`config.mk`:
```
export PLATFORM = sky130hd
export DESIGN_NAME = sfc_stream_fifo
export DESIGN_NICKNAME = d
export VERILOG_FILES = /design/src/logic/sfc_level_flag.v /design/src/logic/sfc_ptr_chain.v /design/src/logic/sfc_stream_fifo.v
export VERILOG_INCLUDE_DIRS = /design/src /design/src/logic
export SDC_FILE = /design/constraint.sdc
export NUM_CORES = 1
export LEC_CHECK = 0
export BUFFER_PORTS_ARGS = -buffer_cell sky130_fd_sc_hd__buf_2
export CORE_MARGIN = 5
export CORE_UTILIZATION = 40
export DETAILED_ROUTE_END_ITERATION = 8
export GPL_TIMING_DRIVEN = 0
export SLEW_MARGIN = 20
export SYNTH_ARGS = -nofsm -noshare
export SYNTH_HDL_FRONTEND = slang
export SYNTH_SLANG_ARGS = --single-unit
```
`constraint.sdc`:
```
create_clock -name core_clk_in -period 5.4 [get_ports core_clk_in]
set_clock_uncertainty 0.15 [all_clocks]
set_input_delay 0.54 -clock core_clk_in [delete_from_list [all_inputs] [get_ports core_clk_in]]
set_output_delay 0.54 -clock core_clk_in [all_outputs]
set_load 0.01 [all_outputs]
```
`src/logic/sfc_defs.vh`:
```
// Register map, field layout and reset values of the streaming buffer
`ifndef SFC_DEFS_VH
`define SFC_DEFS_VH

// Register word offsets on the main register port; the sink-side and source-side ports map only word 0
`define SFC_OFF_OCC       3'h0
`define SFC_OFF_RSVD      3'h1
`define SFC_OFF_HWM       3'h2
`define SFC_OFF_LWM       3'h3
`define SFC_OFF_EFC       3'h4
`define SFC_OFF_DISCARD   3'h5

// Register widths and field layout
`define SFC_REG_W         32
`define SFC_ADDR_W        3
`define SFC_OCC_W         24
`define SFC_CHAN_W        8
`define SFC_DISCARD_BIT   0

// Reset values (high_water_mark resets to depth minus one, derived in the core)
`define SFC_OCC_RST       32'h0000_0000
`define SFC_LWM_RST       32'h0000_0000
`define SFC_EFC_RST       32'h0000_0000
`define SFC_DISCARD_RST   1'b0
`define SFC_UNMAPPED_VAL  32'h0000_0000

// Default build values
`define SFC_DEF_MAX_CHAN  8'hff
`define SFC_DEF_SYNC_LEN  2

`endif

```
`src/logic/sfc_level_flag.v`:
```
// Registered level comparator for the near-full and near-empty status flags
`timescale 1ns/1ps
`include "sfc_defs.vh"
module sfc_level_flag #(
  parameter ABOVE = 1
) (
  input  wire                   core_clk_in,
  input  wire                   srst_in,
  input  wire [`SFC_OCC_W-1:0]  level_in,
  input  wire [`SFC_REG_W-1:0]  mark_in,
  output reg                    flag_out
);

  wire [`SFC_REG_W-1:0] level_ext;

  assign level_ext = {{(`SFC_REG_W-`SFC_OCC_W){1'b0}}, level_in};

  always @(posedge core_clk_in) begin
    if (srst_in) begin
      flag_out <= (ABOVE != 0) ? 1'b0 : 1'b1;
    end else if (ABOVE != 0) begin
      flag_out <= (level_ext >= mark_in);
    end else begin
      flag_out <= (level_ext <= mark_in);
    end
  end

endmodule // sfc_level_flag

```
`src/logic/sfc_ptr_chain.v`:
```
// Registered delay chain that carries a buffer pointer to the far side
`timescale 1ns/1ps
module sfc_ptr_chain #(
  parameter WIDTH  = 5,
  parameter STAGES = 2
) (
  input  wire             core_clk_in,
  input  wire             srst_in,
  input  wire [WIDTH-1:0] ptr_in,
  output wire [WIDTH-1:0] ptr_out
);

  // Newest pointer enters at the low end; one driver for the whole chain
  reg [WIDTH*STAGES-1:0] chain_q;

  always @(posedge core_clk_in) begin
    if (srst_in) begin
      chain_q <= {(WIDTH*STAGES){1'b0}};
    end else begin
      chain_q <= {chain_q[WIDTH*(STAGES-1)-1:0], ptr_in};
    end
  end

  assign ptr_out = chain_q[WIDTH*STAGES-1:WIDTH*(STAGES-1)];

endmodule // sfc_ptr_chain

```
`src/logic/sfc_stream_fifo.v`:
```
// Streaming FIFO with packet modes, status flags and register ports
//
// Function
// RULE_01: Sink and source sides each own pointers; cross-side views pass internal chains.
// RULE_02: Channel number travels with each beat; up to 255 channels.
// RULE_03: Registers are 32 bits: occupancy readable, thresholds writable.
// RULE_04: Default mode: source valid whenever a stored beat is available.
// RULE_05: Store-and-forward: source valid stays low until a whole packet is stored.
// RULE_06: With discard set in store-and-forward, packets seen with error are dropped.
// RULE_07: early_forward_count zero selects store-and-forward; nonzero selects cut-through.
// RULE_08: Cut-through starts at threshold occupancy, then forwards to packet end.
// RULE_09: Source-side occupancy counts output stage; sink-side occupancy does not.
// RULE_10: Depth minus sink-side occupancy equals free write space.
// RULE_11: near_full_flag high when occupancy is at or above high_water_mark.
// RULE_12: near_empty_flag high when occupancy is at or below low_water_mark.
// RULE_13: Data width is bits per symbol times symbols per beat, each 1 to 32.
// RULE_14: Error sideband of 0 to 32 bits is stored and forwarded per beat.
// RULE_15: Storage depth is a power of two; output register adds one entry.
// RULE_16: Occupancy at word 0 is read-only, resets to 0, bits 23:0.
// RULE_17: high_water_mark word 2 resets depth minus one; low_water_mark word 3 resets 0.
// RULE_18: Pointer chains to the far side are 2 to 8 stages long.
// RULE_19: A maximum channel number from 1 to 255 may be configured.
// RULE_20: Separate sink-side and source-side register ports report their occupancy at word 0.
// RULE_21: Zero ready latency; a beat moves only when valid and ready are high.
// RULE_22: Reserved word 1 reads zero and ignores writes.
`timescale 1ns/1ps
`include "sfc_defs.vh"
module sfc_stream_fifo #(
  parameter BITS_PER_SYMBOL  = 8,
  parameter SYMBOLS_PER_BEAT = 4,
  parameter DATA_W           = BITS_PER_SYMBOL * SYMBOLS_PER_BEAT,
  parameter ERROR_WIDTH      = 1,
  parameter ERR_PW           = (ERROR_WIDTH > 0) ? ERROR_WIDTH : 1,
  parameter EMPTY_WIDTH      = 2,
  parameter ADDR_W           = 4,
  parameter USE_PACKETS      = 1,
  parameter [7:0] MAX_CHANNEL = `SFC_DEF_MAX_CHAN,
  parameter SYNC_STAGES      = `SFC_DEF_SYNC_LEN
) (
  input  wire                     core_clk_in,
  input  wire                     srst_in,
  // Sink side
  input  wire                     sink_valid_in,
  output wire                     sink_ready_out,
  input  wire [DATA_W-1:0]        sink_data_in,
  input  wire [`SFC_CHAN_W-1:0]   sink_channel_in,
  input  wire [ERR_PW-1:0]        sink_error_in,
  input  wire                     sink_sop_in,
  input  wire                     sink_eop_in,
  input  wire [EMPTY_WIDTH-1:0]   sink_empty_in,
  // Source side
  output wire                     source_valid_out,
  input  wire                     source_ready_in,
  output reg  [DATA_W-1:0]        source_data_out,
  output reg  [`SFC_CHAN_W-1:0]   source_channel_out,
  output reg  [ERR_PW-1:0]        source_error_out,
  output reg                      source_sop_out,
  output reg                      source_eop_out,
  output reg  [EMPTY_WIDTH-1:0]   source_empty_out,
  // Main register port
  input  wire [`SFC_ADDR_W-1:0]   csr_address_in,
  input  wire                     csr_read_in,
  input  wire                     csr_write_in,
  input  wire [`SFC_REG_W-1:0]    csr_writedata_in,
  output reg  [`SFC_REG_W-1:0]    csr_readdata_out,
  // Sink-side occupancy port
  input  wire [`SFC_ADDR_W-1:0]   snk_regs_address_in,
  input  wire                     snk_regs_read_in,
  output reg  [`SFC_REG_W-1:0]    snk_regs_readdata_out,
  // Source-side occupancy port
  input  wire [`SFC_ADDR_W-1:0]   src_regs_address_in,
  input  wire                     src_regs_read_in,
  output reg  [`SFC_REG_W-1:0]    src_regs_readdata_out,
  // Status
  output wire                     near_full_flag_out,
  output wire                     near_empty_flag_out
);

  localparam DEPTH = 1 << ADDR_W; // RULE_15
  localparam PW    = ADDR_W + 1;
  localparam WORD_W = DATA_W + `SFC_CHAN_W + ERR_PW + EMPTY_WIDTH + 2;
  localparam [`SFC_REG_W-1:0] HWM_RST = DEPTH - 1;
  localparam [`SFC_OCC_W-PW-1:0] OCC_PAD = {(`SFC_OCC_W-PW){1'b0}};

  // Field positions inside one stored word
  localparam P_CHAN  = DATA_W;
  localparam P_ERR   = P_CHAN + `SFC_CHAN_W;
  localparam P_EMPTY = P_ERR + ERR_PW;
  localparam P_SOP   = P_EMPTY + EMPTY_WIDTH;
  localparam P_EOP   = P_SOP + 1;

  // Storage array, no reset: contents are only read behind valid pointers
  reg [WORD_W-1:0] mem_q [0:DEPTH-1];

  reg  [PW-1:0]          wr_ptr_q;
  reg  [PW-1:0]          wr_commit_q;
  reg  [PW-1:0]          rd_ptr_q;
  reg  [PW-1:0]          pkt_cnt_q;
  reg                    err_seen_q;
  reg                    in_pkt_q;
  reg                    out_valid_q;
  reg  [`SFC_REG_W-1:0]  hwm_q;
  reg  [`SFC_REG_W-1:0]  lwm_q;
  reg  [`SFC_REG_W-1:0]  efc_q;
  reg                    discard_q;

  reg  [PW-1:0]          wr_ptr_d;
  reg  [PW-1:0]          wr_commit_d;
  reg                    load_ok;

  wire [PW-1:0]          used_wr;
  wire [PW-1:0]          used_rd;
  wire                   full;
  wire                   accept;
  wire                   chan_ok;
  wire                   wr_en;
  wire                   err_beat;
  wire                   bad_pkt;
  wire                   sf_mode;
  wire                   ct_mode;
  wire                   drop_mode;
  wire                   drop_now;
  wire                   pkt_inc;
  wire                   pkt_dec;
  wire                   load;
  wire [WORD_W-1:0]      wr_word;
  wire [WORD_W-1:0]      rd_word;
  wire [`SFC_OCC_W-1:0]  occ;
  wire [`SFC_OCC_W-1:0]  snk_occ;
  wire [`SFC_OCC_W-1:0]  src_occ;
  wire [PW-1:0]          rd_ptr_far;
  wire [PW-1:0]          wr_commit_far;

  // Write side

  assign used_wr        = wr_ptr_q - rd_ptr_q;
  assign full           = used_wr[ADDR_W];
  assign sink_ready_out = ~full;
  assign accept         = sink_valid_in & ~full; // RULE_21
  assign chan_ok        = (sink_channel_in <= MAX_CHANNEL); // RULE_19
  // Beats above the configured channel limit are taken and thrown away
  assign wr_en          = accept & chan_ok;
  assign err_beat       = (ERROR_WIDTH > 0) ? (|sink_error_in) : 1'b0;
  assign bad_pkt        = err_seen_q | err_beat;

  assign sf_mode   = (USE_PACKETS != 0) && (efc_q == `SFC_EFC_RST); // RULE_07
  assign ct_mode   = (USE_PACKETS != 0) && (efc_q != `SFC_EFC_RST); // RULE_07
  assign drop_mode = sf_mode & discard_q;
  assign drop_now  = wr_en & sink_eop_in & drop_mode & bad_pkt; // RULE_06

  // RULE_02 RULE_13 RULE_14
  assign wr_word = {sink_eop_in, sink_sop_in, sink_empty_in, sink_error_in,
                    sink_channel_in, sink_data_in};

  always @* begin
    wr_ptr_d    = wr_ptr_q;
    wr_commit_d = wr_commit_q;
    if (drop_now) begin
      // Rewind over the bad packet; the reader never saw any of it
      wr_ptr_d = wr_commit_q; // RULE_06
    end else if (wr_en) begin
      wr_ptr_d = wr_ptr_q + {{(PW-1){1'b0}}, 1'b1};
    end
    if (!drop_mode) begin
      wr_commit_d = wr_ptr_d;
    end else if (wr_en && sink_eop_in && !bad_pkt) begin
      wr_commit_d = wr_ptr_d;
    end
  end

  always @(posedge core_clk_in) begin
    if (wr_en) begin
      mem_q[wr_ptr_q[ADDR_W-1:0]] <= wr_word;
    end
  end

  always @(posedge core_clk_in) begin
    if (srst_in) begin
      wr_ptr_q    <= {PW{1'b0}};
      wr_commit_q <= {PW{1'b0}};
      err_seen_q  <= 1'b0;
    end else begin
      wr_ptr_q    <= wr_ptr_d;
      wr_commit_q <= wr_commit_d;
      if (wr_en) begin
        err_seen_q <= sink_eop_in ? 1'b0 : (err_seen_q | err_beat);
      end
    end
  end

  // Complete packets waiting in the array, used to hold back store-and-forward
  assign pkt_inc = (USE_PACKETS != 0) & wr_en & sink_eop_in & ~drop_now;
  assign pkt_dec = (USE_PACKETS != 0) & load & rd_word[P_EOP];

  always @(posedge core_clk_in) begin
    if (srst_in) begin
      pkt_cnt_q <= {PW{1'b0}};
    end else if (pkt_inc && !pkt_dec) begin
      pkt_cnt_q <= pkt_cnt_q + {{(PW-1){1'b0}}, 1'b1};
    end else if (pkt_dec && !pkt_inc) begin
      pkt_cnt_q <= pkt_cnt_q - {{(PW-1){1'b0}}, 1'b1};
    end
  end

  // Read side

  assign used_rd = wr_commit_q - rd_ptr_q;
  assign rd_word = mem_q[rd_ptr_q[ADDR_W-1:0]];
  assign occ     = {OCC_PAD, used_wr} + {{(`SFC_OCC_W-1){1'b0}}, out_valid_q}; // RULE_15

  always @* begin
    if (sf_mode) begin
      load_ok = (pkt_cnt_q != {PW{1'b0}}); // RULE_05
    end else if (ct_mode) begin
      // Once a packet is under way it runs to its end regardless of level
      load_ok = in_pkt_q | ({8'h00, occ} >= efc_q); // RULE_08
    end else begin
      load_ok = 1'b1; // RULE_04
    end
  end

  assign load = (used_rd != {PW{1'b0}}) & load_ok & (~out_valid_q | source_ready_in);

  assign source_valid_out = out_valid_q; // RULE_04

  // Output pipeline register, one extra entry of capacity
  always @(posedge core_clk_in) begin
    if (srst_in) begin
      rd_ptr_q           <= {PW{1'b0}};
      out_valid_q        <= 1'b0;
      in_pkt_q           <= 1'b0;
      source_data_out    <= {DATA_W{1'b0}};
      source_channel_out <= {`SFC_CHAN_W{1'b0}};
      source_error_out   <= {ERR_PW{1'b0}};
      source_sop_out     <= 1'b0;
      source_eop_out     <= 1'b0;
      source_empty_out   <= {EMPTY_WIDTH{1'b0}};
    end else if (load) begin
      rd_ptr_q           <= rd_ptr_q + {{(PW-1){1'b0}}, 1'b1};
      out_valid_q        <= 1'b1;
      in_pkt_q           <= ~rd_word[P_EOP]; // RULE_08
      source_data_out    <= rd_word[DATA_W-1:0]; // RULE_13
      source_channel_out <= rd_word[P_ERR-1:P_CHAN]; // RULE_02
      source_error_out   <= rd_word[P_EMPTY-1:P_ERR]; // RULE_14
      source_empty_out   <= rd_word[P_SOP-1:P_EMPTY];
      source_sop_out     <= rd_word[P_SOP];
      source_eop_out     <= rd_word[P_EOP];
    end else if (source_ready_in) begin
      out_valid_q <= 1'b0; // RULE_21
    end
  end

  // Side views: each side sees the other's pointer only after the chain delay

  sfc_ptr_chain #(
    .WIDTH  (PW),
    .STAGES (SYNC_STAGES)
  ) u_rd_chain (
    .core_clk_in (core_clk_in),
    .srst_in     (srst_in),
    .ptr_in      (rd_ptr_q),
    .ptr_out     (rd_ptr_far)
  ); // RULE_01 RULE_18

  sfc_ptr_chain #(
    .WIDTH  (PW),
    .STAGES (SYNC_STAGES)
  ) u_wr_chain (
    .core_clk_in (core_clk_in),
    .srst_in     (srst_in),
    .ptr_in      (wr_commit_q),
    .ptr_out     (wr_commit_far)
  ); // RULE_01 RULE_18

  // Sink view may read high for a few cycles, never low: safe for write pacing
  assign snk_occ = {OCC_PAD, wr_ptr_q - rd_ptr_far}; // RULE_09 RULE_10
  assign src_occ = {OCC_PAD, wr_commit_far - rd_ptr_q} +
                   {{(`SFC_OCC_W-1){1'b0}}, out_valid_q}; // RULE_09

  // Status flags

  sfc_level_flag #(
    .ABOVE (1)
  ) u_near_full (
    .core_clk_in (core_clk_in),
    .srst_in     (srst_in),
    .level_in    (occ),
    .mark_in     (hwm_q),
    .flag_out    (near_full_flag_out)
  ); // RULE_11

  sfc_level_flag #(
    .ABOVE (0)
  ) u_near_empty (
    .core_clk_in (core_clk_in),
    .srst_in     (srst_in),
    .level_in    (occ),
    .mark_in     (lwm_q),
    .flag_out    (near_empty_flag_out)
  ); // RULE_12

  // Main register port: writes take effect at the edge, reads answer next cycle

  always @(posedge core_clk_in) begin
    if (srst_in) begin
      hwm_q     <= HWM_RST; // RULE_17
      lwm_q     <= `SFC_LWM_RST; // RULE_17
      efc_q     <= `SFC_EFC_RST;
      discard_q <= `SFC_DISCARD_RST;
    end else if (csr_write_in) begin
      if (csr_address_in == `SFC_OFF_HWM) begin
        hwm_q <= csr_writedata_in; // RULE_03
      end else if (csr_address_in == `SFC_OFF_LWM) begin
        lwm_q <= csr_writedata_in; // RULE_03
      end else if (csr_address_in == `SFC_OFF_EFC) begin
        efc_q <= csr_writedata_in; // RULE_07
      end else if (csr_address_in == `SFC_OFF_DISCARD) begin
        discard_q <= csr_writedata_in[`SFC_DISCARD_BIT]; // RULE_06
      end
      // Word 0 is read-only and word 1 is reserved: writes fall through
    end // RULE_22
  end

  always @(posedge core_clk_in) begin
    if (srst_in) begin
      csr_readdata_out <= `SFC_OCC_RST;
    end else if (csr_read_in) begin
      if (csr_address_in == `SFC_OFF_OCC) begin
        csr_readdata_out <= {8'h00, occ}; // RULE_16
      end else if (csr_address_in == `SFC_OFF_RSVD) begin
        csr_readdata_out <= `SFC_UNMAPPED_VAL; // RULE_22
      end else if (csr_address_in == `SFC_OFF_HWM) begin
        csr_readdata_out <= hwm_q;
      end else if (csr_address_in == `SFC_OFF_LWM) begin
        csr_readdata_out <= lwm_q;
      end else if (csr_address_in == `SFC_OFF_EFC) begin
        csr_readdata_out <= efc_q;
      end else if (csr_address_in == `SFC_OFF_DISCARD) begin
        csr_readdata_out <= {31'h0000_0000, discard_q};
      end else begin
        csr_readdata_out <= `SFC_UNMAPPED_VAL;
      end
    end
  end

  // Per-side occupancy ports: only word 0 is mapped

  always @(posedge core_clk_in) begin
    if (srst_in) begin
      snk_regs_readdata_out <= `SFC_OCC_RST;
      src_regs_readdata_out <= `SFC_OCC_RST;
    end else begin
      if (snk_regs_read_in) begin
        if (snk_regs_address_in == `SFC_OFF_OCC) begin
          snk_regs_readdata_out <= {8'h00, snk_occ}; // RULE_20
        end else begin
          snk_regs_readdata_out <= `SFC_UNMAPPED_VAL;
        end
      end
      if (src_regs_read_in) begin
        if (src_regs_address_in == `SFC_OFF_OCC) begin
          src_regs_readdata_out <= {8'h00, src_occ}; // RULE_20
        end else begin
          src_regs_readdata_out <= `SFC_UNMAPPED_VAL;
        end
      end
    end
  end

endmodule // sfc_stream_fifo

```
==> flow_results.xml <==
<?xml version="1.0" encoding="UTF-8"?>
<metrics>
  <group name="clock_network">
    <metric name="cts_htree_levels" unit="">3</metric>
    <metric name="numClockSinks" unit="">954</metric>
    <metric name="cts_tree" unit="">done</metric>
    <metric name="numCtsBuffers" unit="">98</metric>
    <metric name="worst_skew_pair.late_latency" unit="ns">0.65</metric>
    <metric name="clock_tree.buffer_depth" unit="">3</metric>
    <metric name="cts_root_buf" unit="">clkbuf_16</metric>
    <metric name="cts.reportedPaths.clkPinSlew" unit="ns">0.06</metric>
  </group>
  <group name="critical_path">
    <metric name="slowest_stage_delay_cp" unit="ns">0.55</metric>
    <metric name="path_buf_inv" unit="">4</metric>
    <metric name="arrival" unit="ns">5.48</metric>
    <metric name="timing.critical_path.to_type" unit="">flip-flop</metric>
    <metric name="path_depth" unit="">22</metric>
    <metric name="critPathKind" unit="">flip-flop to flip-flop</metric>
    <metric name="critPathMaxFanout" unit="">10</metric>
    <metric name="critical_path.most_common_cell" unit="">ha_1</metric>
    <metric name="worst-r2r-cell-count" unit="">22</metric>
    <metric name="timing.critical_path.from_type" unit="">flip-flop</metric>
    <metric name="critical_path.slowest_cell" unit="">fa_2</metric>
    <metric name="critPathTopFamily" unit="">adder cells</metric>
    <metric name="worst_ep_required_time" unit="ns">5.81</metric>
    <metric name="path_cells" unit="">inv_2 &gt; ha_1 &gt; inv_1 &gt; fa_2 &gt; ha_1 &gt; nand3b_1 &gt; o21ai_2 &gt; xnor2_4 &gt; ha_1 &gt; a21oi_2 &gt; o31ai_4 &gt; o211a_4 &gt; buf_12 &gt; nand3_2 &gt; ha_1 &gt; inv_1 &gt; ha_1 &gt; a21o_1 &gt; a21oi_1 &gt; xnor2_1 &gt; or3_1 &gt; a21oi_1</metric>
  </group>
  <group name="global_routing">
    <metric name="grt_antenna_before_repair" unit="">16</metric>
    <metric name="grt_max_degree" unit="">37</metric>
    <metric name="track_usage" unit="">0.1987</metric>
    <metric name="grt.overflow.total" unit="">0</metric>
    <metric name="grt_first_pass_wirelength" unit="um">154000</metric>
    <metric name="first_global_vias" unit="">23540</metric>
  </group>
  <group name="finish">
    <metric name="post-route-util" unit="">0.4755</metric>
    <metric name="postLayoutCellArea" unit="sq um">45910</metric>
    <metric name="multi_input_comb_area" unit="sq um">11540</metric>
    <metric name="layout-drive-gt1-share" unit="">0.2438</metric>
    <metric name="ff_latch_area" unit="sq um">26310</metric>
    <metric name="final_net_count" unit="">3055</metric>
    <metric name="area.growth.synth_to_final" unit="%">18.29</metric>
    <metric name="n_fill_cell" unit="">8272</metric>
    <metric name="layoutNonFillerInstCount" unit="">4278</metric>
  </group>
  <group name="timing">
    <metric name="tns" unit="ns">0</metric>
    <metric name="finalCritPeriodShare" unit="">0.9388</metric>
    <metric name="final_setup_violation_count" unit="">0</metric>
    <metric name="timing.final.ws_setup" unit="ns">0.3304</metric>
    <metric name="hold_ws" unit="ns">0.04147</metric>
    <metric name="min_period" unit="ns">5.070</metric>
    <metric name="slew_violations" unit="">0</metric>
    <metric name="worst_slew_pin_slew" unit="ns">1.046</metric>
    <metric name="maximum_frequency_from_static_timing_analysis" unit="MHz">197.3</metric>
    <metric name="timing.slew.headroom" unit="">0.3025</metric>
    <metric name="total_count_of_hold_check_failures_in_the_final_report" unit="">0</metric>
    <metric name="grt_setup_unrepaired" unit="">false</metric>
  </group>
  <group name="synth">
    <metric name="ys_seq_elements" unit="">954</metric>
    <metric name="synth_sequential_area_ratio" unit="">0.6777</metric>
    <metric name="syn_inst" unit="">2521</metric>
    <metric name="avgSynthCellArea" unit="sq um">15.40</metric>
    <metric name="postSynth.topFlopCell" unit="">edfxtp_1</metric>
    <metric name="synth_top_cell_by_area" unit="">edfxtp_1</metric>
    <metric name="asyncSetResetFlopFracSynth" unit="">0</metric>
    <metric name="synth-edff-count" unit="">720</metric>
    <metric name="yosysWarnings" unit="">0</metric>
    <metric name="synth.cell_area" unit="sq um">38810</metric>
    <metric name="yosys-top-cells-area" unit="">edfxtp_1 (56%), dfxtp_1 (12%), mux4_2 (10%)</metric>
    <metric name="synth.top_cell.area_share" unit="">0.5570</metric>
    <metric name="synth_cell_types" unit="">77</metric>
  </group>
  <group name="drt">
    <metric name="routed_wire_length_per_instance" unit="um">24.58</metric>
    <metric name="detailedRoute.firstPassIterationCount" unit="">5</metric>
    <metric name="vias" unit="">23230</metric>
    <metric name="drc" unit="">0</metric>
    <metric name="antenna_left" unit="">0</metric>
    <metric name="finalWirelength" unit="um">105200</metric>
    <metric name="dr_iter_0_viols" unit="">2132</metric>
    <metric name="vias_per_cell" unit="">5.430</metric>
  </group>
  <group name="placement">
    <metric name="dp.final_hpwl" unit="um">70520</metric>
    <metric name="dpl_cell_area" unit="sq um">42130</metric>
    <metric name="gp_routability_congestion" unit="">0.8680</metric>
    <metric name="dpl_worst_slack" unit="ns">-0.7841</metric>
    <metric name="dp_cells" unit="">4051</metric>
    <metric name="place.port_buffers" unit="">180</metric>
  </group>
  <group name="die">
    <metric name="chipHeight" unit="um">321.5</metric>
    <metric name="placementRows" unit="">114</metric>
    <metric name="die-width" unit="um">321.5</metric>
    <metric name="floorplan.die_area" unit="sq um">103400</metric>
    <metric name="starting_density_of_the_core" unit="">0.4020</metric>
    <metric name="io-pin-count" unit="">239</metric>
    <metric name="area_of_the_core" unit="sq um">96570</metric>
  </group>
  <group name="run">
    <metric name="cap_violations" unit="">0</metric>
  </group>
  <group name="worst_hold_path">
    <metric name="min_path_cells" unit="">3</metric>
    <metric name="min-delay-path-class" unit="">primary input to flip-flop</metric>
  </group>
  <group name="outcome">
    <metric name="outcome" unit="">complete, no violations</metric>
  </group>
  <group name="power">
    <metric name="pwr_density_cell" unit="nW/um^2">438.3</metric>
    <metric name="power" unit="mW">20.13</metric>
    <metric name="power.static_leakage" unit="nW">15.28</metric>
    <metric name="max_vdd_drop" unit="mV">0.2745</metric>
  </group>
</metrics>
==> cell usage in the layout (no fill, tap or decap), drive strengths merged, types with 53 or more instances in the layout <==
cell type / count
dfxtp: 234
edfxtp: 720
a21oi: 156
conb: 53
a211oi: 94
o21ai: 84
buf: 332
nor2b: 99
nand2: 277
nand3: 58
mux2i: 55
clkbuf: 231
mux4: 180
==> worst min-delay path, stage by stage <==
cell and delay, ns:
buf_2 0.13, nand2_1 0.06, a21oi_1 0.05
==> registers in the layout, summed over array words and instances, names as in the netlist, 2 cells and up, named ones only <==
signal	cells
lwm_q	32
src_regs_readdata_out	6
wr_ptr_q	5
hwm_q	32
efc_q	32
source_data_out	32
rd_ptr_q	5
u_rd_chain.chain_q	10
snk_regs_readdata_out	5
pkt_cnt_q	5
csr_readdata_out	32
wr_commit_q	5
mem_q	720
u_wr_chain.chain_q	10
source_empty_out	2
source_channel_out	8
==> area by class of cell <==
class	instances	area share
Buffer	213	0.02690
Multi-Input combinational cell	1367	0.2514
Timing Repair Buffer	239	0.03875
Inverter	39	0.003297
Clock inverter	44	0.01191
Antenna cell	8	0.0004360
Sequential cell	954	0.5730
Tap cell	1276	0.03477
Clock buffer	138	0.05957
==> Yosys cell counts (all sizes together), types with 4 or more instances <==
cell type / n
edfxtp: 720
nand2: 277
dfxtp: 234
mux4: 180
a21oi: 156
buf: 120
nor2b: 99
a211oi: 94
clkbuf: 93
o21ai: 84
nand3: 58
mux2i: 55
ha: 45
nor2: 43
inv: 38
o211ai: 36
nand2b: 34
nor4: 22
and3: 17
xnor2: 14
nor3: 13
xor2: 10
a21o: 9
mux2: 8
and2: 6
nand4: 6
o21a: 6
fa: 4
==> logic make-up (layout without fill, tap and decap cells) <==
group                      count (synthesis)  in the layout  synth area share
buffers and inverters                    252            673           0.03520
and+or+nand+nor                          590            590           0.07427
AOI/OAI and AO/OA                        405            405           0.06750
adders and majority gates                 49             49           0.01657
DFF                                      954            954            0.6777
xor gates and xnor gates                  27             27          0.007414
muxes                                    243            243            0.1212
other                                      1             61        0.00009661
==> what timing repair did <==
item / in CTS / in global routing
setup buffers: 3 / 7
endpoints found under the hold margin: 66 / 0
endpoints found under the setup margin: 5 / 2
hold buffers: 27 / 0
pin swaps: 3 / 7
gates resized for setup: 9 / 17
==> routing by layer <==
layer  part of all wire  vias to the layer above  global-route usage
met3              0.067                      170             0.03977
met4              0.024                       10             0.05095
li1                   -                    10350                   -
met1               0.41                    11850              0.2600
met2               0.50                      854              0.3420
met5            0.00073                        -                   0
==> final timing paths <==
check / slack (ns) / from / end
setup reg to reg: 0.33 / wr_ptr_q[0] / pkt_cnt_q[4]
hold reg to reg: 0.28 / u_wr_chain.chain_q[1] / u_wr_chain.chain_q[6]
setup / recovery: 0.33 / wr_ptr_q[0] / pkt_cnt_q[4]
hold / removal: 0.04 / csr_writedata_in[17] / lwm_q[17]
==> power by group <==
group          internal, mW  switching, mW
Clock                  4.02           2.82
Sequential             8.36          0.213
Combinational          2.00           2.71
No activity file was read; power rests on OpenSTA's default activity.
